$ cat src/dscs_params.svh
// dscs_params.svh: codes, field values and timing figures of the sector command sequencer
// assumes a 125 MHz system clock and a bit-serial read stream from an external data separator
// Notes on behaviour
// RULE1: busy, head load, optional 15 ms settle
// RULE2: host loads sector before read/write command
// RULE3: compare track then sector; need good CRC
// RULE4: four revolutions without match gives record-missing
// RULE5: multi-record advances sector until end or abort
// RULE6: sector past track end sets record-missing
// RULE7: optional side compare, five index limit
// RULE8: size flag takes length from ID
// RULE9: side select output follows command flag
// RULE10: MFM marks preceded by three A1 syncs
// RULE11: data mark within 30/43 bytes of ID
// RULE12: each read byte loads holding register, requests
// RULE13: unread byte overwritten, lost-data set
// RULE14: data CRC error ends command, even multi
// RULE15: status bit 5 shows deleted data mark
// RULE16: write waits 11/22 bytes then gate or lost
// RULE17: write 6/12 zeros then selected mark
// RULE18: late write byte: lost-data, zero, continue
// RULE19: write CRC, one FF byte, drop gate
// RULE20: read address delivers six ID bytes
// RULE21: read address checks CRC, track to sector
// RULE22: read track index to index, no gate
// RULE23: refuse commands while drive not ready
// RULE24: length codes 0..3 mean 128..1024 bytes
`ifndef DSCS_PARAMS_SVH
`define DSCS_PARAMS_SVH
`define DSCS_CLK_MHZ 125
`define DSCS_SETTLE_MS 15
`define DSCS_REV_LIMIT 3'd4
`define DSCS_SIDE_IDX_LIMIT 3'd5
`define DSCS_DAM_WIN_FM 11'd30
`define DSCS_DAM_WIN_MFM 11'd43
`define DSCS_WR_GAP_FM 11'd11
`define DSCS_WR_GAP_MFM 11'd22
`define DSCS_ZERO_FM 11'd6
`define DSCS_ZERO_MFM 11'd12
`define DSCS_SYNC_CNT 2'd3
`define DSCS_SYNC_BYTE 8'ha1
`define DSCS_MARK_ID 8'hfe
`define DSCS_MARK_DATA 8'hfb
`define DSCS_MARK_DEL 8'hf8
`define DSCS_FILL_ONES 8'hff
`define DSCS_CRC_INIT 16'hffff
`define DSCS_CRC_POLY 16'h1021
`define DSCS_ID_BYTES 11'd6
`define DSCS_MIN_SECTOR 11'd128
`define DSCS_OMIT_BIT 3'd3
`endif

$ cat src/dscs_pkg.sv
// dscs_pkg: command and state types of the sector command sequencer
// assumes nothing beyond a SystemVerilog elaborator
package dscs_pkg;
  typedef enum logic [1:0] {DSCS_RD_SECTOR, DSCS_WR_SECTOR, DSCS_RD_ADDR, DSCS_RD_TRACK} dscs_cmd_t;
  typedef enum logic [4:0] {
    ST_IDLE, ST_SETTLE, ST_HEAD, ST_SEARCH, ST_IDF, ST_DAM, ST_RDATA, ST_RCRC,
    ST_WGAP, ST_WZERO, ST_WSYNC, ST_WMARK, ST_WDATA, ST_WCRC, ST_WFF, ST_TWAIT, ST_TRUN
  } dscs_state_t;
endpackage

$ cat src/dscs_crc16.sv
// dscs_crc16: byte-wide CRC-16 (x16+x12+x5+1) register for ID and data fields
// assumes init and en come from logic on the same clock
`timescale 1ns/1ps
`default_nettype none
`include "dscs_params.svh"
module dscs_crc16 (
  input wire logic clk,
  input wire logic rst_b,
  input wire logic init,
  input wire logic en,
  input wire logic [7:0] din,
  output logic [15:0] crc
);
  logic [15:0] base;
  logic [15:0] crc_nxt;

  always_comb begin
    base = init ? `DSCS_CRC_INIT : crc;
    crc_nxt = base;
    for (int i = 7; i >= 0; i--) begin
      if (crc_nxt[15] ^ din[i]) begin
        crc_nxt = {crc_nxt[14:0], 1'b0} ^ `DSCS_CRC_POLY;
      end else begin
        crc_nxt = {crc_nxt[14:0], 1'b0};
      end
    end
  end

  always_ff @(posedge clk) begin
    if (!rst_b) begin
      crc <= `DSCS_CRC_INIT;
    end else if (en) begin
      crc <= crc_nxt;
    end else if (init) begin
      crc <= `DSCS_CRC_INIT;
    end
  end
endmodule // dscs_crc16
`default_nettype wire

$ cat src/dscs_sequencer.sv
// dscs_sequencer: sector and track command sequencer (read/write sector, read address/track)
// assumes a data separator delivering bits with a missing-clock flag, and a bit-cell tick
`timescale 1ns/1ps
`default_nettype none
`include "dscs_params.svh"
module dscs_sequencer import dscs_pkg::*; #(
  parameter int SETTLE_CYC = `DSCS_SETTLE_MS * `DSCS_CLK_MHZ * 1000,
  parameter logic [10:0] DEF_SECTOR_BYTES = 11'd256
) (
  input wire logic clk,
  input wire logic rst_b,
  input wire logic cmd_valid,
  input wire dscs_cmd_t cmd_code,
  input wire logic settle_en,
  input wire logic multi_rec,
  input wire logic side_cmp_en,
  input wire logic side_expect,
  input wire logic size_from_id,
  input wire logic side_sel_flag,
  input wire logic mark_type_select,
  input wire logic force_int,
  input wire logic mfm_mode,
  input wire logic [7:0] track_reg,
  input wire logic sector_wr,
  input wire logic [7:0] sector_wdata,
  output logic [7:0] sector_reg,
  input wire logic [7:0] last_sector,
  input wire logic host_rd,
  input wire logic host_wr,
  input wire logic [7:0] host_wdata,
  output logic [7:0] data_holding_reg,
  output logic byte_service_request,
  input wire logic drive_ready_in,
  input wire logic index_in,
  input wire logic head_engaged_in,
  input wire logic rd_bit_in,
  input wire logic rd_bit_valid,
  input wire logic rd_clk_missing,
  output logic read_gate_out,
  input wire logic bit_tick,
  output logic wr_bit_out,
  output logic wr_clk_omit_out,
  output logic write_gate_out,
  output logic head_load_out,
  output logic side_select_out,
  output logic busy,
  output logic record_missing_flag,
  output logic crc_error,
  output logic lost_data,
  output logic record_type,
  output logic not_ready,
  output logic cmd_done
);
  localparam int CW = ($clog2(SETTLE_CYC + 1) > 11) ? $clog2(SETTLE_CYC + 1) : 11;

  // pin inputs: ready, index, head engaged; three stages, change taken when 2nd and 3rd agree
  logic [2:0] pin_s1_r, pin_s2_r, pin_s3_r, pin_q_r;
  logic ready_q, idx_q, head_q, idx_prev_r, idx_rise;
  always_ff @(posedge clk) begin
    if (!rst_b) begin
      pin_s1_r <= 3'h0;
      pin_s2_r <= 3'h0;
      pin_s3_r <= 3'h0;
      pin_q_r <= 3'h0;
      idx_prev_r <= 1'b0;
    end else begin
      pin_s1_r <= {drive_ready_in, index_in, head_engaged_in};
      pin_s2_r <= pin_s1_r;
      pin_s3_r <= pin_s2_r;
      for (int i = 0; i < 3; i++) begin
        if (pin_s2_r[i] == pin_s3_r[i]) pin_q_r[i] <= pin_s3_r[i];
      end
      idx_prev_r <= pin_q_r[1];
    end
  end
  assign ready_q = pin_q_r[2];
  assign idx_q = pin_q_r[1];
  assign head_q = pin_q_r[0];
  assign idx_rise = idx_q & ~idx_prev_r;

  dscs_state_t state_r;
  dscs_cmd_t cmd_r;
  logic [CW-1:0] cnt_r;
  logic [7:0] sr_r, sr_nxt, rx_byte_r, sector_r, dr_r;
  logic [7:0] id_r [0:3];
  logic [2:0] bcnt_r, idx_cnt_r, tx_bit_r;
  logic [1:0] a1_cnt_r;
  logic byte_rdy_r, rx_mark_r, sync_hit, am_hit, drq_r, done_r;
  logic multi_r, side_cmp_r, side_exp_r, size_r, mark_sel_r, side_miss_r, del_pend_r;
  logic head_r, sso_r, gate_r, rnf_r, crc_err_r, lost_r, rtype_r;
  logic [10:0] sec_len_r, id_len_bytes;
  logic [15:0] crc;
  logic [7:0] tx_sh_r, tx_next, mark_byte, crc_din;
  logic tx_a1_r, tx_end, tx_take, tx_more, gate_on, deliver, wr_req, sec_fin, accept;
  logic id_match, id_eval, crc_init, crc_en, in_hunt;

  assign accept = (state_r == ST_IDLE) & cmd_valid & ready_q;
  assign in_hunt = (state_r == ST_SEARCH) | (state_r == ST_DAM);

  // RULE10 byte alignment on A1 (MFM) or F8..FE (FM) with a missing clock
  assign sr_nxt = {sr_r[6:0], rd_bit_in};
  assign sync_hit = rd_clk_missing & (mfm_mode ? (sr_nxt == `DSCS_SYNC_BYTE) :
                    (sr_nxt >= `DSCS_MARK_DEL && sr_nxt != `DSCS_FILL_ONES));
  always_ff @(posedge clk) begin
    if (!rst_b) begin
      sr_r <= 8'h00;
      bcnt_r <= 3'd0;
      byte_rdy_r <= 1'b0;
      rx_byte_r <= 8'h00;
      rx_mark_r <= 1'b0;
      a1_cnt_r <= 2'd0;
    end else begin
      byte_rdy_r <= 1'b0;
      if (rd_bit_valid) begin
        sr_r <= sr_nxt;
        if (sync_hit || bcnt_r == 3'd7) begin
          byte_rdy_r <= 1'b1;
          rx_byte_r <= sr_nxt;
          rx_mark_r <= sync_hit;
          bcnt_r <= 3'd0;
        end else begin
          bcnt_r <= bcnt_r + 3'd1;
        end
      end
      if (byte_rdy_r) begin
        if (rx_mark_r && rx_byte_r == `DSCS_SYNC_BYTE) begin
          a1_cnt_r <= (a1_cnt_r == `DSCS_SYNC_CNT) ? a1_cnt_r : a1_cnt_r + 2'd1;
        end else begin
          a1_cnt_r <= 2'd0;
        end
      end
    end
  end
  // RULE10 in MFM the mark is the byte after three A1 syncs
  assign am_hit = byte_rdy_r & (mfm_mode ? (a1_cnt_r == `DSCS_SYNC_CNT && !rx_mark_r) : rx_mark_r);

  // RULE24 length code n selects 128 << n bytes
  assign id_len_bytes = 11'(`DSCS_MIN_SECTOR << id_r[3][1:0]);
  // RULE3 track first, then sector
  assign id_match = (id_r[0] == track_reg) && (id_r[2] == sector_r) &&
                    !(side_cmp_r && id_r[1][0] != side_exp_r);
  assign id_eval = (state_r == ST_IDF) && cnt_r == CW'(`DSCS_ID_BYTES);
  assign wr_req = id_eval && cmd_r == DSCS_WR_SECTOR && id_match && crc == 16'h0000;
  // RULE20 six ID bytes delivered
  assign deliver = byte_rdy_r & (((state_r == ST_IDF) && cmd_r == DSCS_RD_ADDR &&
                   cnt_r < CW'(`DSCS_ID_BYTES)) || state_r == ST_RDATA || state_r == ST_TRUN);
  assign gate_on = (state_r == ST_WGAP) && cnt_r == CW'(mfm_mode ? `DSCS_WR_GAP_MFM :
                   `DSCS_WR_GAP_FM) && !drq_r;
  assign tx_end = gate_r & bit_tick & (tx_bit_r == 3'd7);
  assign mark_byte = mark_sel_r ? `DSCS_MARK_DEL : `DSCS_MARK_DATA;
  assign tx_take = tx_end & ((state_r == ST_WMARK) ||
                   (state_r == ST_WDATA && cnt_r != CW'(sec_len_r - 11'd1)));
  assign tx_more = (state_r == ST_WMARK) ? (sec_len_r > 11'd1) : (cnt_r < CW'(sec_len_r - 11'd2));
  assign sec_fin = ((state_r == ST_RCRC) && cnt_r == CW'(2) && crc == 16'h0000) ||
                   ((state_r == ST_WFF) && tx_end);

  // next byte for the write shifter, chosen at each byte boundary
  always_comb begin
    tx_next = 8'h00;
    case (state_r)
      // RULE17 zeros, then syncs or the selected mark
      ST_WZERO: if (cnt_r == CW'((mfm_mode ? `DSCS_ZERO_MFM : `DSCS_ZERO_FM) - 11'd1))
        tx_next = mfm_mode ? `DSCS_SYNC_BYTE : mark_byte;
      ST_WSYNC: tx_next = (cnt_r == CW'(2)) ? mark_byte : `DSCS_SYNC_BYTE;
      // RULE18 a late byte goes out as zero
      ST_WMARK: tx_next = drq_r ? 8'h00 : dr_r;
      ST_WDATA: tx_next = (cnt_r == CW'(sec_len_r - 11'd1)) ? crc[15:8] : (drq_r ? 8'h00 : dr_r);
      // RULE19 CRC low byte then all ones
      ST_WCRC: tx_next = (cnt_r == CW'(0)) ? crc[7:0] : `DSCS_FILL_ONES;
      default: tx_next = 8'h00;
    endcase
  end

  // CRC covers syncs and mark onward; MFM restarts on the first A1, FM on the mark
  assign crc_init = (byte_rdy_r & in_hunt & rx_mark_r & (!mfm_mode | a1_cnt_r == 2'd0)) |
                    (tx_end & (state_r == ST_WZERO) & (tx_next != 8'h00));
  assign crc_en = (byte_rdy_r & ((in_hunt & (rx_mark_r | am_hit)) |
                  ((state_r == ST_IDF) & cnt_r < CW'(`DSCS_ID_BYTES)) | (state_r == ST_RDATA) |
                  ((state_r == ST_RCRC) & cnt_r < CW'(2)))) |
                  (tx_end & (((state_r == ST_WZERO) & (tx_next != 8'h00)) |
                  (state_r == ST_WSYNC) | (state_r == ST_WMARK) | tx_take));
  assign crc_din = gate_r ? tx_next : rx_byte_r;
  dscs_crc16 u_crc (
    .clk(clk),
    .rst_b(rst_b),
    .init(crc_init),
    .en(crc_en),
    .din(crc_din),
    .crc(crc)
  );

  // write shifter, msb first, one bit per bit_tick while the gate is on
  always_ff @(posedge clk) begin
    if (!rst_b) begin
      tx_sh_r <= 8'h00;
      tx_bit_r <= 3'd0;
      tx_a1_r <= 1'b0;
    end else if (gate_on) begin
      tx_sh_r <= 8'h00;
      tx_bit_r <= 3'd0;
      tx_a1_r <= 1'b0;
    end else if (tx_end) begin
      tx_sh_r <= tx_next;
      tx_bit_r <= 3'd0;
      tx_a1_r <= mfm_mode && tx_next == `DSCS_SYNC_BYTE &&
                 (state_r == ST_WZERO || state_r == ST_WSYNC);
    end else if (gate_r && bit_tick) begin
      tx_sh_r <= {tx_sh_r[6:0], 1'b0};
      tx_bit_r <= tx_bit_r + 3'd1;
    end
  end
  // RULE10 clock omitted between bits 4 and 5 of each written A1 sync
  assign wr_clk_omit_out = gate_r & tx_a1_r & (tx_bit_r == `DSCS_OMIT_BIT);

  // data holding register and its request; a new request wins over a host service
  always_ff @(posedge clk) begin
    if (!rst_b) begin
      dr_r <= 8'h00;
      drq_r <= 1'b0;
    end else begin
      // RULE12 assembled byte loads the holding register
      if (deliver) dr_r <= rx_byte_r;
      else if (host_wr) dr_r <= host_wdata;
      if (deliver || wr_req || (tx_take && tx_more)) drq_r <= 1'b1;
      else if (host_rd || host_wr || accept || state_r == ST_IDLE) drq_r <= 1'b0;
    end
  end

  // command sequence, status and sector register
  always_ff @(posedge clk) begin
    if (!rst_b) begin
      state_r <= ST_IDLE;
      cmd_r <= DSCS_RD_SECTOR;
      cnt_r <= '0;
      idx_cnt_r <= 3'd0;
      sector_r <= 8'h00;
      for (int i = 0; i < 4; i++) id_r[i] <= 8'h00;
      {multi_r, side_cmp_r, side_exp_r, size_r, mark_sel_r} <= 5'h00;
      {side_miss_r, del_pend_r, head_r, sso_r, gate_r} <= 5'h00;
      {rnf_r, crc_err_r, lost_r, rtype_r, done_r} <= 5'h00;
      sec_len_r <= DEF_SECTOR_BYTES;
    end else begin
      done_r <= 1'b0;
      if (sector_wr && state_r == ST_IDLE) sector_r <= sector_wdata;
      // RULE13 unread byte overwritten
      if (deliver && drq_r) lost_r <= 1'b1;
      // RULE18 late byte flagged, command continues
      if (tx_take && drq_r) lost_r <= 1'b1;
      if (force_int && state_r != ST_IDLE) begin
        state_r <= ST_IDLE;
        gate_r <= 1'b0;
        done_r <= 1'b1;
      end else begin
        case (state_r)
          ST_IDLE: if (accept) begin
            // RULE1 busy and head load at accept
            head_r <= 1'b1;
            // RULE9 side select from the command
            sso_r <= side_sel_flag;
            cmd_r <= cmd_code;
            {multi_r, side_cmp_r, side_exp_r, size_r, mark_sel_r} <=
              {multi_rec, side_cmp_en, side_expect, size_from_id, mark_type_select};
            {rnf_r, crc_err_r, lost_r, rtype_r} <= 4'h0;
            cnt_r <= '0;
            state_r <= settle_en ? ST_SETTLE : ST_HEAD;
          end
          // RULE1 settle delay then poll head engaged
          ST_SETTLE: begin
            cnt_r <= cnt_r + CW'(1);
            if (cnt_r == CW'(SETTLE_CYC - 1)) state_r <= ST_HEAD;
          end
          ST_HEAD: if (head_q) begin
            idx_cnt_r <= 3'd0;
            side_miss_r <= 1'b0;
            state_r <= (cmd_r == DSCS_RD_TRACK) ? ST_TWAIT : ST_SEARCH;
          end
          ST_SEARCH: begin
            // RULE4 RULE7 revolution and side limits
            if (idx_rise) begin
              idx_cnt_r <= idx_cnt_r + 3'd1;
              if (idx_cnt_r + 3'd1 >= ((side_cmp_r && side_miss_r) ? `DSCS_SIDE_IDX_LIMIT :
                  `DSCS_REV_LIMIT)) begin
                rnf_r <= 1'b1;
                done_r <= 1'b1;
                state_r <= ST_IDLE;
              end
            end
            if (am_hit && rx_byte_r == `DSCS_MARK_ID) begin
              cnt_r <= '0;
              state_r <= ST_IDF;
            end
          end
          ST_IDF: if (id_eval) begin
            cnt_r <= '0;
            if (cmd_r == DSCS_RD_ADDR) begin
              // RULE21 CRC check, track into sector register
              crc_err_r <= (crc != 16'h0000);
              sector_r <= id_r[0];
              done_r <= 1'b1;
              state_r <= ST_IDLE;
            end else if (!id_match) begin
              // RULE7 side mismatch noted for the longer limit
              if (id_r[0] == track_reg && id_r[2] == sector_r) side_miss_r <= 1'b1;
              state_r <= ST_SEARCH;
            end else if (crc != 16'h0000) begin
              crc_err_r <= 1'b1;
              state_r <= ST_SEARCH;
            end else begin
              // RULE8 per-sector length from the ID
              sec_len_r <= size_r ? id_len_bytes : DEF_SECTOR_BYTES;
              state_r <= (cmd_r == DSCS_WR_SECTOR) ? ST_WGAP : ST_DAM;
            end
          end else if (byte_rdy_r) begin
            if (cnt_r < CW'(4)) id_r[cnt_r[1:0]] <= rx_byte_r;
            cnt_r <= cnt_r + CW'(1);
          end
          // RULE11 data mark window after ID CRC
          ST_DAM: if (am_hit && (rx_byte_r == `DSCS_MARK_DATA || rx_byte_r == `DSCS_MARK_DEL)) begin
            del_pend_r <= (rx_byte_r == `DSCS_MARK_DEL);
            cnt_r <= '0;
            state_r <= ST_RDATA;
          end else if (cnt_r == CW'(mfm_mode ? `DSCS_DAM_WIN_MFM : `DSCS_DAM_WIN_FM)) begin
            rnf_r <= 1'b1;
            done_r <= 1'b1;
            state_r <= ST_IDLE;
          end else if (byte_rdy_r) begin
            cnt_r <= cnt_r + CW'(1);
          end
          ST_RDATA: if (byte_rdy_r) begin
            cnt_r <= (cnt_r == CW'(sec_len_r - 11'd1)) ? '0 : cnt_r + CW'(1);
            if (cnt_r == CW'(sec_len_r - 11'd1)) state_r <= ST_RCRC;
          end
          ST_RCRC: if (cnt_r == CW'(2)) begin
            // RULE15 record type from the data mark
            rtype_r <= del_pend_r;
            // RULE14 data CRC error ends the command
            if (crc != 16'h0000) begin
              crc_err_r <= 1'b1;
              done_r <= 1'b1;
              state_r <= ST_IDLE;
            end
          end else if (byte_rdy_r) begin
            cnt_r <= cnt_r + CW'(1);
          end
          // RULE16 gap count then gate or lost data
          ST_WGAP: if (cnt_r == CW'(mfm_mode ? `DSCS_WR_GAP_MFM : `DSCS_WR_GAP_FM)) begin
            cnt_r <= '0;
            if (drq_r) begin
              lost_r <= 1'b1;
              done_r <= 1'b1;
              state_r <= ST_IDLE;
            end else begin
              gate_r <= 1'b1;
              state_r <= ST_WZERO;
            end
          end else if (byte_rdy_r) begin
            cnt_r <= cnt_r + CW'(1);
          end
          ST_WZERO: if (tx_end) begin
            cnt_r <= '0;
            if (tx_next == 8'h00) cnt_r <= cnt_r + CW'(1);
            else state_r <= mfm_mode ? ST_WSYNC : ST_WMARK;
          end
          ST_WSYNC: if (tx_end) begin
            cnt_r <= cnt_r + CW'(1);
            if (cnt_r == CW'(2)) state_r <= ST_WMARK;
          end
          ST_WMARK: if (tx_end) begin
            cnt_r <= '0;
            state_r <= ST_WDATA;
          end
          ST_WDATA: if (tx_end) begin
            cnt_r <= (cnt_r == CW'(sec_len_r - 11'd1)) ? '0 : cnt_r + CW'(1);
            if (cnt_r == CW'(sec_len_r - 11'd1)) state_r <= ST_WCRC;
          end
          ST_WCRC: if (tx_end) begin
            cnt_r <= cnt_r + CW'(1);
            if (cnt_r == CW'(1)) state_r <= ST_WFF;
          end
          // RULE19 gate drops after the FF byte
          ST_WFF: if (tx_end) gate_r <= 1'b0;
          // RULE22 index edge to index edge
          ST_TWAIT: if (idx_rise) state_r <= ST_TRUN;
          ST_TRUN: if (idx_rise) begin
            done_r <= 1'b1;
            state_r <= ST_IDLE;
          end
          default: state_r <= ST_IDLE;
        endcase
        // RULE5 RULE6 multi-record advance and track end
        if (sec_fin) begin
          cnt_r <= '0;
          idx_cnt_r <= 3'd0;
          if (!multi_r) begin
            done_r <= 1'b1;
            state_r <= ST_IDLE;
          end else begin
            sector_r <= sector_r + 8'd1;
            if (sector_r >= last_sector) begin
              rnf_r <= 1'b1;
              done_r <= 1'b1;
              state_r <= ST_IDLE;
            end else begin
              state_r <= ST_SEARCH;
            end
          end
        end
      end
    end
  end

  assign busy = (state_r != ST_IDLE);
  // RULE23 not-ready refuses acceptance
  assign not_ready = ~ready_q;
  // RULE22 no read gate during read track
  assign read_gate_out = busy && cmd_r != DSCS_RD_TRACK && state_r >= ST_SEARCH && state_r <= ST_RCRC;
  assign sector_reg = sector_r;
  assign data_holding_reg = dr_r;
  assign byte_service_request = drq_r;
  assign wr_bit_out = tx_sh_r[7];
  assign write_gate_out = gate_r;
  assign head_load_out = head_r;
  assign side_select_out = sso_r;
  assign record_missing_flag = rnf_r;
  assign crc_error = crc_err_r;
  assign lost_data = lost_r;
  assign record_type = rtype_r;
  assign cmd_done = done_r;
endmodule // dscs_sequencer
`default_nettype wire

$ cat config.mk
export PLATFORM = sky130hd
export DESIGN_NAME = dscs_sequencer
export DESIGN_NICKNAME = d
export VERILOG_FILES = /design/src/dscs_pkg.sv /design/src/dscs_crc16.sv /design/src/dscs_sequencer.sv
export VERILOG_INCLUDE_DIRS = /design/src /design/src/src
export SDC_FILE = /design/constraint.sdc
export NUM_CORES = 1
export LEC_CHECK = 0
export ABC_AREA = 1
export BUFFER_PORTS_ARGS = -buffer_cell sky130_fd_sc_hd__buf_2
export CAP_MARGIN = 20
export CORE_ASPECT_RATIO = 1.75
export CORE_MARGIN = 2
export CORE_UTILIZATION = 42
export CTS_CLUSTER_DIAMETER = 120
export DETAILED_ROUTE_END_ITERATION = 7
export PLACE_DENSITY = 0.68
export SLEW_MARGIN = 20
export SYNTH_ARGS = -nofsm -noshare
export SYNTH_HDL_FRONTEND = slang
export SYNTH_HIERARCHICAL = 1
export SYNTH_SLANG_ARGS = --single-unit
export TNS_END_PERCENT = 10
$ cat constraint.sdc
create_clock -name clk -period 3.2 [get_ports clk]
set_input_delay 0.16 -clock clk [delete_from_list [all_inputs] [get_ports clk]]
set_output_delay 0.16 -clock clk [all_outputs]
set_load 0.05 [all_outputs]
; ---- Word-level counts from Yosys, hierarchy flattened
; Memory sizes are Yosys's and may differ from the RTL's.
; Index checks and enable logic that the tools add are counted.
[word_totals]
inputBits = 56
regBits = 137
mem_bits_rw = 32
mem_count = 1
[classes]
n_eq_ne = 87
bitwise = 55
order_cmp = 10
n_shift = 1
reduce_logical = 83
n_mux = 164
addsub = 9
[memory_table]
columns = name, depth, width, read_ports, rd_clocked_by_memory_dff, write_ports, line
row1 = id_r, 4, 8, 4, 0, 4, dscs_sequencer.sv:85  ; logic [7:0] id_r [0:3];
[ops]
columns = op, n
row1 = 2-to-1 mux 21 bit, 16
row2 = case mux 21 bit (12 select lines), 1
row3 = 2-to-1 mux 8 bit, 17
row4 = 2-to-1 mux 5 bit, 27
row5 = 2-to-1 mux 13 bit, 8
row6 = case mux 5 bit (17 select lines), 1
row7 = 2-to-1 mux 1 bit, 61
row8 = "inequality test 3 bit, second input constant", 18
row9 = "== test 8 bit, second input constant", 6
row10 = == test 21 bit, 2
row11 = "< comparator 21 x 3 -> 1 bit, second input constant", 2
row12 = "== test 5 x 4 -> 1 bit, second input constant", 8
row13 = case mux 8 bit (5 select lines), 1
row14 = logical AND 1 bit, 32
row15 = 2-to-1 mux 16 bit, 2
row16 = 2-to-1 mux 4 bit, 7
row17 = NOT 3 bit, 8
row18 = AND reduction 24 bit, 1
row19 = AND 1 bit, 22
row20 = "adder 21 x 1 -> 21 bit, second input constant", 1
row21 = "== test 21 x 1 -> 1 bit, second input constant", 1
row22 = "== test 21 x 2 -> 1 bit, second input constant", 1
row23 = "== test 21 bit, second input constant", 1
row24 = "== test 21 x 3 -> 1 bit, second input constant", 1
row25 = other kinds (71), 164

; ---- Logic depth before layout (Yosys ltp)
; Gate-level depths: netlist (run 1).
[depth]
depth_word = 26
depth_mapped = 29
ltp_nobuf = 28

; ---- By module
; The synthesis (run 1) kept the hierarchy.
[by_module_without_submodules]
columns = module, cells_per_inst, n_inst, area_each_um2, seq_area_each_um2
row1 = dscs_sequencer, 1423, 1, 9228.9, 2852.7
row2 = dscs_crc16, 186, 1, 1094.8, 320.3

; ---- Worst setup path after synthesis (run 1)
; No wires, ideal clock.
[synth_timing]
path_kind = register to register
from = reg sec_len_r[7]
to = reg u_crc.crc[8]
path_stages_with_launch = 29
setup_time_ns = 0.115
synth_period_minus_slack_ns = 3.279
setup_slack_ns = -0.079
arrival_time_ns = 3.164
path_cell_list = dfxtp_1 > inv_1 > ha_1 > nand3_1 > ha_1 > nand2_1 > nor2_1 > nand2_1 > nor2_1 > nand2_4 > nand2_2 > nand2_2 > nand2_2 > nor2_1 > nor2_2 > nand2_1 > nor2_2 > nand2_1 > nand3_1 > nand2_1 > buf_6 > nor2_2 > nand2_1 > nand2_2 > inv_2 > nand2_1 > nand3b_1 > nand3_1 > nand2_1
[synth_via]
elab_chain_len = 18
elab_cells_between_ends = 32
cone_classes = add/sub: 1 / eq/ne: 2 / mux: 13 / bitwise: 13 / reduce/logical: 3
[synth_lines]
columns = element, line
row1 = start: declaration, dscs_sequencer.sv:91  ; logic [10:0] sec_len_r, id_len_bytes;
row2 = start signal: assignment, dscs_sequencer.sv:310  ; sec_len_r <= size_r ? id_len_bytes : DEF_SECTOR_BYTES;
row3 = subtractor 11 x 1 -> 12 bit (*), dscs_sequencer.sv:167  ; ST_WDATA: tx_next = (cnt_r == CW'(sec_len_r - 11'd1)) ? crc[15:8] : (drq_r ? 8'h00 : dr_r);
row4 = == test 21 bit (*), dscs_sequencer.sv:167
row5 = 2-to-1 mux 8 bit (*), dscs_sequencer.sv:167
row6 = case mux 8 bit (5 select lines) (*), dscs_sequencer.sv:160  ; case (state_r)
row7 = nonzero test 8 bit (*), dscs_sequencer.sv:176  ; (tx_end & (state_r == ST_WZERO) & (tx_next != 8'h00));
row8 = AND 1 bit (*), dscs_sequencer.sv:176
row9 = OR 1 bit (*), dscs_sequencer.sv:175  ; assign crc_init = (byte_rdy_r & in_hunt & rx_mark_r & (!mfm_mode | a1_cnt_r == 2'd0)) |
row10 = via crc_init, dscs_sequencer.sv:95  ; logic id_match, id_eval, crc_init, crc_en, in_hunt;
row11 = 2-to-1 mux 16 bit (*), -
row12 = 2-to-1 mux 13 bit (4 in a row), dscs_crc16.sv:21  ; if (crc_nxt[15] ^ din[i]) begin
row13 = NOT 3 bit (no source line), -
row14 = 2-to-1 mux 13 bit (4 in a row), dscs_crc16.sv:21
row15 = 2-to-1 mux 16 bit (*), dscs_crc16.sv:32  ; end else if (en) begin
row16 = end signal: assignment, dscs_crc16.sv:31  ; crc <= `DSCS_CRC_INIT;
row17 = end signal: assignment, dscs_crc16.sv:33  ; crc <= crc_nxt;
row18 = end signal: assignment, dscs_crc16.sv:35  ; crc <= `DSCS_CRC_INIT;
row19 = end: declaration, dscs_crc16.sv:12  ; output logic [15:0] crc
; Mark *: on every way through the listed nets, which the timed path passes. The rest lies on a longest branch.
; A chain may end at the register's enable or synchronous reset.

; ---- Worst setup path after layout (run 1)
[layout_timing]
from = reg sec_len_r[8]
to = reg u_crc.crc[7]
[layout_via]
elab_chain_len = 19
elab_cells_between_ends = 33
cone_classes = add/sub: 1 / eq/ne: 2 / mux: 13 / bitwise: 14 / reduce/logical: 3
[layout_lines]
columns = element, line
row1 = subtractor 11 x 1 -> 12 bit (*), dscs_sequencer.sv:167
row2 = == test 21 bit (*), dscs_sequencer.sv:167
row3 = 2-to-1 mux 8 bit (*), dscs_sequencer.sv:167
row4 = case mux 8 bit (5 select lines) (*), dscs_sequencer.sv:160
row5 = nonzero test 8 bit (*), dscs_sequencer.sv:176
row6 = AND 1 bit (*), dscs_sequencer.sv:176
row7 = OR 1 bit (*), dscs_sequencer.sv:175
row8 = via crc_init, dscs_sequencer.sv:95
row9 = 2-to-1 mux 16 bit (*), -
row10 = bitwise XOR 1 bit, dscs_crc16.sv:21
row11 = 2-to-1 mux 13 bit (5 in a row), dscs_crc16.sv:21
row12 = NOT 3 bit (no source line), -
row13 = 2-to-1 mux 13 bit (3 in a row), dscs_crc16.sv:21
row14 = 2-to-1 mux 16 bit (*), dscs_crc16.sv:32
; Marks and branches as above.

==> impl_metrics.toml, run 1 <==
[outcome]
status = "complete, but fails checks"
violations = "setup timing"

[synth]
synth_top_area_share = 0.252
synth_area_leader_cell = "dfxtp_1"
synth_warnings = 6
avgSynthCellArea_sq_um = 6.42
ys.flop_type = "dfxtp_1"
synthesis.nets = 1702
yosys-top-cells-area = "dfxtp_1 (25%), nand2_1 (15%), inv_1 (6.9%)"
ys_seq_area_frac = 0.307
syn-cell-area_sq_um = 10300
synth_cell_types = 52
synth_edf_count = 19
synthCells = 1609
synth-async-reset-ratio = 0
ys_ff_latch = 149

[run]
cap_violations = 0

[critical_path]
end_kind = "flop"
critPathKind = "reg2reg"
worstPathMaxFanout = 8
arrival_ns = 3.79
startpoint_type = "flop"
crit_required_ns = 3.55

[sta]
finalCriticalPeriod_ns = 3.44
hold_slack_ns = 0.00935
slew_viol_final = 0
clock_skew_ns = 0.00860
worst_slack_ns = -0.236
setup_viol = 22
tightest_slew_ns = 0.841
finalCritPeriodShare = 1.07
max_freq_mhz = 291
hold_viol = 0
rsz0062_at_grt = "yes"
slew_headroom = 0.425

[global_routing]
grt_pass1_vias = 11400
grt_usage = 0.287
antenna_found_initial = 0
grt_pass1_wl_mm = 57.4
grt_start_max_net_pins = 54
grt-ovfl-total = 0

[die]
num_rows = 75
fp.dieArea_sq_um = 25900
dieWidth_microns = 123
die_h_microns = 211
core-area_sq_um = 24000
io_pins = 86
initial_core_util = 0.430

[detailed_routing]
vias = 11600
wl_per_cell_microns = 17.4
drt-total-wl_mm = 36.9
drt_iter0_markers = 837
viasPerCell = 5.47
drtAntennaViolNets = 0
drtPass1Iterations = 6
drc_errors = 0

[final_layout]
ff_latch_area_sq_um = 3180
largestRegisters = "cnt_r: 21 flops, id_r: 19 flops, u_crc/crc: 16 flops"
final_common_cell = "nand2_1"
num_antenna_cells = 0
final_cell_area_sq_um = 13100
largest_register_ffs = 21
drive_above_1_share = 0.221
area_delta_synth_final_pct = 26.6
nNetsFinal = 1890
fin_util = 0.544
top_register = "cnt_r"
multi_input_area_sq_um = 6500
final_cell_mix = "nand2_1 (384), inv_1 (185), nor2_1 (179)"
stdcell_count = 2118
fillers = 2383

[place]
dp_cells = 2050
dpl.hpwl_mm = 27.7
numPortBuffers = 85
place_area_sq_um = 11700
gp_congestion = 1.02

[cts]
clk_latency_ns = 0.46
cts_buffer_depth = 2
cts_tree = "built"
root_buffer = "clkbuf_16"
cts_made_buffers = 17
cts_sinks = 149
path_clk_slew_ns = 0.07
ctsHtreeMaxLevel = 4

[power]
power_density_nw_per_um2 = 546
total_leakage_power_nw = 6.07
ir_drop_mv = 0.439
p_total_w = 0.00713

[hold_path]
hold_path_class = "in2reg"
## cells in the mapped netlist (3+ instances only)
cell type  number
a2111oi_0       4
a211oi_1        8
a21oi_1       102
a21oi_2         7
a31oi_1        14
buf_2          14
buf_4           3
buf_6           3
clkbuf_1       28
dfxtp_1       130
edfxtp_1       19
ha_1           37
inv_1         190
inv_2          22
nand2_1       414
nand2_2        13
nand2_4         3
nand3_1       109
nand3_2         7
nand3b_1        4
nand4_1        28
nor2_1        189
nor2_2         16
nor2_4         12
nor3_1         17
nor4_1          6
o2111ai_1       4
o211a_1         3
o211ai_1       24
o21ai_0        98
o21ai_1         8
o22ai_1         9
o31ai_1         6
or2_2           7
xnor2_1        16
xor2_1         15
## critical path, stage by stage (launching register included)
cell	delay (ns)
dfxtp_2	0.33
inv_2	0.07
ha_4	0.17
buf_12	0.11
nand3_4	0.15
ha_4	0.34
nand4_1	0.13
nor2_2	0.18
buf_6	0.13
nand3_1	0.07
nand3_1	0.10
nand3_2	0.09
nor2_2	0.14
nand2_1	0.08
nor2_2	0.12
nand2_1	0.07
nand3_2	0.09
nand2_4	0.08
buf_12	0.18
inv_8	0.06
nand2_2	0.06
nand2_2	0.10
nand2_4	0.09
inv_4	0.10
buf_4	0.11
nand3_1	0.06
nand3_1	0.07
nand2_1	0.05
## path summary, 6_finish.rpt
check | start | endpoint | slack [ns] | cells past startpoint
max reg2reg | sec_len_r[8]$_SDFFE_PN1P_ | u_crc/crc[7]$_SDFF_PN1_ | -0.24 | 27
max | sec_len_r[8]$_SDFFE_PN1P_ | u_crc/crc[7]$_SDFF_PN1_ | -0.24 | 27
min reg2reg | pin_s1_r[2]$_SDFF_PN0_ | pin_s2_r[2]$_SDFF_PN0_ | 0.42 | 2
min | host_wdata[4] | data_holding_reg[4]$_SDFFE_PN0P_ | 0.009 | 3
## routing by layer
layer  track usage  share of wire  vias to the layer above
met3        0.0372          0.048                      136
met1         0.316           0.38                     5421
met5             0              0                        -
met4         0.180          0.059                        0
li1              -              -                     5654
met2         0.510           0.51                      383
## metrics by stage
step | setup TNS, ns | setup slack, ns
after CTS | -1.11 | -0.0893
after global placement | -2.17 | -0.164
after detailed placement | -3.84 | -0.293
final | -2.72 | -0.236
after global routing | -9.96 | -0.413
after floorplan | 0 | 0.0350
## kinds of logic after synthesis
logic type                 share of synthesized area
AOI/OAI and AO/OA                              0.165
xor gates and xnor gates                      0.0263
adders and majority gates                     0.0448
buffers and inverters                          0.104
DFF                                            0.307
muxes                                       0.000970
and+or+nand+nor                                0.352
## area by class of cell
class                           instances  share of cell area
Clock inverter                         15              0.0161
Timing Repair Buffer                  219               0.118
Sequential cell                       149               0.243
Inverter                              216              0.0630
Clock buffer                           17              0.0326
Tap cell                              308              0.0295
Multi-Input combinational cell       1194               0.498
## where the power goes
part           switching, W  internal [W]
Combinational       0.00197      0.000848
Sequential         0.000155       0.00202
Clock               0.00102       0.00113
## what timing repair did
action | in CTS | in global routing
pin swaps | 25 | 25
buffers inserted | 9 | 9
endpoints found under the hold margin | 17 | 0
hold buffers | 16 | 0
endpoints found under the setup margin | 24 | 42
gates cloned | 2 | 0
gates resized for setup | 54 | 44
(Power assumes the default switching activity.)
==> inputs of run 2 (changes only) <==
- SYNTH_HIERARCHICAL: 1 -> default
==> impl_metrics.toml, run 2 <==
[final_layout]
num_antenna_cells = 0
area_delta_synth_final_pct = 22.0
stdcell_count = 2040
largest_register_ffs = 21
final_cell_area_sq_um = 12500
drive_above_1_share = 0.198
final_common_cell = "nand2_1"
final_cell_mix = "nand2_1 (334), inv_1 (188), nor2_1 (156)"
largestRegisters = "cnt_r: 21 flops, id_r: 19 flops, u_crc.crc: 16 flops"
nNetsFinal = 1812
top_register = "cnt_r"

[power]
switching_share = 0.421
total_leakage_power_nw = 5.62
switchingPower_w = 0.00294
clock_power_share = 0.284
p_int_w = 0.00405
combPwrFrac = 0.410
ir_drop_mv = 0.432
pwr-share-seq = 0.306
power_density_nw_per_um2 = 560

[detailed_routing]
drtPass1Iterations = 8
drc_errors = 0
drt_iter0_markers = 744
vias = 11100
wl_met3_mm = 1.64
drt-total-wl_mm = 35.1
highest_layer = "met4"
wl_per_cell_microns = 17.2
viasPerCell = 5.44
drtAntennaViolNets = 0
routed-wl-met2_mm = 18.3
wl_met1_mm = 13.0

[cts]
cts_tree = "built"
root_buffer = "clkbuf_16"
cts_sinks = 149
cts_made_buffers = 17
cts_buffer_depth = 2
clk_latency_ns = 0.45
ctsHtreeMaxLevel = 4
path_clk_slew_ns = 0.06

[synth]
synth_area_leader_cell = "dfxtp_1"
synth-async-reset-ratio = 0
synthesis.nets = 1634
synth_warnings = 0
ys.flop_type = "dfxtp_1"
synthCells = 1541
ys_ff_latch = 149
yosysMostFrequentCell = "nand2_1"
synthTopCellsByCount = "nand2_1 (346), inv_1 (192), nor2_1 (163)"
synth_cell_types = 61
synth_edf_count = 19
yosys-top-cells-area = "dfxtp_1 (25%), nand2_1 (13%), inv_1 (7.0%)"
syn-cell-area_sq_um = 10200
avgSynthCellArea_sq_um = 6.64
synth_top_area_share = 0.254
ys_seq_area_frac = 0.310

[sta]
rsz0062_at_grt = "yes"
slew_headroom = 0.402
clock_skew_ns = 0.0113
finalCriticalPeriod_ns = 3.18
setup_viol = 0
slew_viol_final = 0
max_freq_mhz = 315
tightest_slew_ns = 0.894
hold_viol = 0
finalCritPeriodShare = 0.992

[place]
gp_congestion = 1.02
dpl.hpwl_mm = 27.3
dp_cells = 1981
numPortBuffers = 85
place_area_sq_um = 11500

[run]
cap_violations = 0

[die]
dieWidth_microns = 122
io_pins = 86
num_rows = 75
die_h_microns = 211
core-area_sq_um = 23900
fp.dieArea_sq_um = 25700
initial_core_util = 0.428

[global_routing]
grt_usage = 0.282
grt_pass1_vias = 11000
grt_pass1_wl_mm = 56.0
antenna_found_initial = 0
grt-ovfl-total = 0
grt_start_max_net_pins = 38

[outcome]
status = "finished clean"

[critical_path]
crit_required_ns = 3.55
slowest_stage = "dfxtp_2"
end_kind = "flop"
reg2reg_depth = 28
critPathKind = "reg2reg"
max_stage_delay_ns = 0.33
startpoint_type = "flop"
arrival_ns = 3.52
cp_common_cell = "nand2_2"
worstPathMaxFanout = 7

[hold_path]
hold_path_depth = 3
hold_path_class = "in2reg"
run 2: logic make-up after synthesis:
| family | count (synthesis) | share of synthesized area |
|---|---|---|
| AND/OR/NAND/NOR | 785 | 0.356 |
| AO/OA/AOI/OAI | 282 | 0.156 |
| buffers and inverters | 248 | 0.0984 |
| flip-flops | 149 | 0.310 |
| XOR/XNOR | 37 | 0.0316 |
| adder cells (fa/ha/maj) | 37 | 0.0452 |
| multiplexers | 3 | 0.00305 |
run 2: final timing paths:
check | from | end | slack [ns]
worst min register to register | pin_s1_r[1]$_SDFF_PN0_ | pin_s2_r[1]$_SDFF_PN0_ | 0.42
worst min-delay path | rd_bit_in | sr_r[0]$_SDFFE_PN0P_ | 0.02
worst max-delay path | sec_len_r[7]$_SDFFE_PN0P_ | u_crc.crc[14]$_SDFF_PN1_ | 0.02
worst max register to register | sec_len_r[7]$_SDFFE_PN0P_ | u_crc.crc[14]$_SDFF_PN1_ | 0.02
run 2: repair_timing:
item / 4_1_cts / 5_1_grt
pin swaps: 12 / 13
setup endpoints to repair: 42 / 40
resized for setup: 19 / 33
setup buffers: 5 / 4
hold endpoints to repair: 16 / 0
gates cloned: 2 / 0
hold buffers: 16 / 0
run 2: power by group through the flow:
stage	Sequential (W)	Clock [W]	Combinational, W
final	0.00214	0.00198	0.00287
after floorplan	0.00230	0	0.00163
after CTS	0.00213	0.00202	0.00280
after global placement	0.00217	0	0.00274
after global routing	0.00215	0.00209	0.00313
after detailed placement	0.00218	0	0.00275
run 2: worst max-delay path, delay by kind of cell, from the launching register on:
kind | cells | cell delay [ns]
simple gates | 24 | 2.06
flops | 1 | 0.33
fa+ha+maj | 1 | 0.31
buf+inv | 2 | 0.20
xor+xnor | 1 | 0.16
run 2: cell type report:
cell class / count / area (sq um)
Inverter: 204 / 769
Sequential cell: 149 / 3180
Clock buffer: 21 / 462
Tap cell: 308 / 385
Multi-Input combinational cell: 1146 / 6220
Clock inverter: 11 / 115
Timing Repair Buffer: 201 / 1370
Fill cell: 2387 / 11400
run 2: per-stage QoR:
| step | setup TNS [ns] | hold WS, ns | total power, W | worst slack, ns | util |
|---|---|---|---|---|---|
| 3_5_place_dp | -5.52 | 0.345 | 0.00493 | -0.267 | 0.481 |
| 4_1_cts | 0 | 0.00419 | 0.00695 | 0.0181 | 0.517 |
| 6_report | 0 | 0.0219 | 0.00699 | 0.0243 | 0.522 |
| 2_1_floorplan | 0 | 0.258 | 0.00393 | 0.175 | - |
| 3_3_place_gp | -2.01 | 0.343 | 0.00492 | -0.144 | 0.481 |
| 5_1_grt | -3.34 | 0.0318 | 0.00736 | -0.239 | 0.522 |
run 2: per-layer routing:
| metal | GRT usage | vias up |
|---|---|---|
| met5 | 0 | - |
| met3 | 0.0409 | 135 |
| li1 | - | 5471 |
| met2 | 0.516 | 401 |
| met4 | 0.174 | 0 |
| met1 | 0.295 | 5094 |
==> inputs of run 3 (changes only) <==
- CORE_UTILIZATION: 42 -> 55
- PLACE_DENSITY: 0.68 -> 0.83
==> impl_metrics.toml, run 3 (synthesis gave the netlist of run 2 again) <==
[cts]
clk_latency_ns = 0.44
cts_buffer_depth = 2
root_buffer = "clkbuf_16"
ctsHtreeMaxLevel = 4
path_clk_slew_ns = 0.07
cts_tree = "built"
cts_made_buffers = 17
cts_sinks = 149

[place]
numPortBuffers = 85
place_area_sq_um = 11400
dpl.hpwl_mm = 25.7
gp_congestion = 1.05
pre_cts_ws_ns = -0.252

[hold_path]
hold_path_class = "in2reg"

[critical_path]
crit_required_ns = 3.56
slowest_stage = "o21ai_2"
worstPathMaxFanout = 19
max_stage_delay_ns = 0.39
cp_cell_sequence = "ha_1 -> ha_1 -> inv_1 -> nor2_2 -> inv_1 -> o21ai_2 -> nor4_1 -> nor4_1 -> nand3_1 -> inv_1 -> buf_12 -> nand3_1 -> a21oi_1"
end_kind = "flop"
critPathKind = "reg2reg"
startpoint_type = "flop"
cp_common_cell = "inv_1"
arrival_ns = 3.56

[sta]
slew_headroom = 0.556
worst_slack_ns = -0.00160
clock_skew_ns = 0.0167
slew_viol_final = 0
hold_viol = 1
finalCritPeriodShare = 1.00
finalSetupTns_ns = -0.00199
finalCriticalPeriod_ns = 3.20
tightest_slew_ns = 0.660
setup_viol = 2
rsz0062_at_grt = "yes"
max_freq_mhz = 312
hold_slack_ns = -0.00198

[power]
total_leakage_power_nw = 5.53
power_density_nw_per_um2 = 558
ir_drop_mv = 0.559

[detailed_routing]
drt-total-wl_mm = 34.3
vias = 11300
drtAntennaViolNets = 0
drt_iter0_markers = 944
drtPass1Iterations = 7
drc_errors = 0
viasPerCell = 5.81
wl_per_cell_microns = 17.6

[outcome]
violations = "hold timing, setup timing"
status = "complete, but fails checks"

[die]
die_h_microns = 185
core-area_sq_um = 18400
dieWidth_microns = 107
num_rows = 66
io_pins = 86
initial_core_util = 0.556
fp.dieArea_sq_um = 19800

[global_routing]
grtUsageMet1 = 0.381
grt_usage = 0.348
grt_pass1_wl_mm = 53.8
antenna_found_initial = 0
grt-ovfl-total = 0
grt_pass1_vias = 10700
gr-usage-met2 = 0.602
grtUsageMet3 = 0.0513
grt-busiest-layer = "met2"
grt_start_max_net_pins = 57

[final_layout]
nNetsFinal = 1789
area_delta_synth_final_pct = 20.2
drive_above_1_share = 0.195
largest_register_ffs = 21
final_common_cell = "nand2_1"
final_cell_area_sq_um = 12300
top_register = "cnt_r"
largestRegisters = "cnt_r: 21 flops, id_r: 19 flops, u_crc.crc: 16 flops"
fin_util = 0.668
num_antenna_cells = 0
final_cell_mix = "nand2_1 (338), inv_1 (188), nor2_1 (157)"

[run]
cap_violations = 0
## run 3: cell types whose count changed in the layout (fill, tap and decap cells not counted), moves of 4 or more
cell | previous run | this run
dlygate4sd3_1 | 16 | 7
nand2_1 | 334 | 338
buf_4 | 94 | 80
ha_4 | 1 | 7
ha_1 | 36 | 30
nand2_2 | 35 | 31
## run 3: final cells by class
class                           instances  area, sq um
Clock buffer                           20          447
Clock inverter                         11          100
Fill cell                            1595         6110
Inverter                              204          767
Multi-Input combinational cell       1146         6320
Sequential cell                       149         3170
Tap cell                              238          298
Timing Repair Buffer                  178         1200
## run 3: routing by layer
layer	vias up	routed length [microns]
li1	5420	-
met1	5187	12600
met2	533	17200
met3	173	2070
met4	0	2470
met5	-	0
## run 3: per-stage QoR
step                power, W  cells
global route         0.00720   1946
floorplan            0.00393   1541
detailed placement   0.00486   1899
global placement     0.00483   1899
finish               0.00687   1946
CTS                  0.00679   1940
## run 3: power by group
part | switching (W) | internal [W] | leakage, nW
registers | 0.000129 | 0.00201 | 1.25
logic | 0.00196 | 0.000858 | 4.01
clock network | 0.000832 | 0.00109 | 0.271
total | 0.00292 | 0.00395 | 5.53
## run 3: critical path, delay by kind of cell, from the launching register on
family	cells	cell delay, ns
buffers and inverters	4	0.68
flip-flops	1	0.35
AND/OR/NAND/NOR	5	1.04
AO/OA/AOI/OAI	2	0.52
adder cells (fa/ha/maj)	2	0.53
## run 3: path summary, 6_finish.rpt
| path | from | end | slack, ns | depth (start not counted) |
|---|---|---|---|---|
| min reg2reg | pin_s1_r[1]$_SDFF_PN0_ | pin_s2_r[1]$_SDFF_PN0_ | 0.42 | 2 |
| min | size_from_id | size_r$_SDFFE_PN0P_ | -0.002 | 3 |
| max | tx_bit_r[0]$_SDFFE_PP0P_ | cnt_r[17]$_SDFFE_PN0P_ | -0.002 | 13 |
| max reg2reg | tx_bit_r[0]$_SDFFE_PP0P_ | cnt_r[17]$_SDFFE_PN0P_ | -0.002 | 13 |
## run 3: timing repair
item	CTS	global route
hold buffers	7	0
gates cloned	2	0
setup endpoints to repair	42	42
buffers inserted	1	6
hold endpoints to repair	7	0
pin swaps	3	22
gates resized for setup	19	34
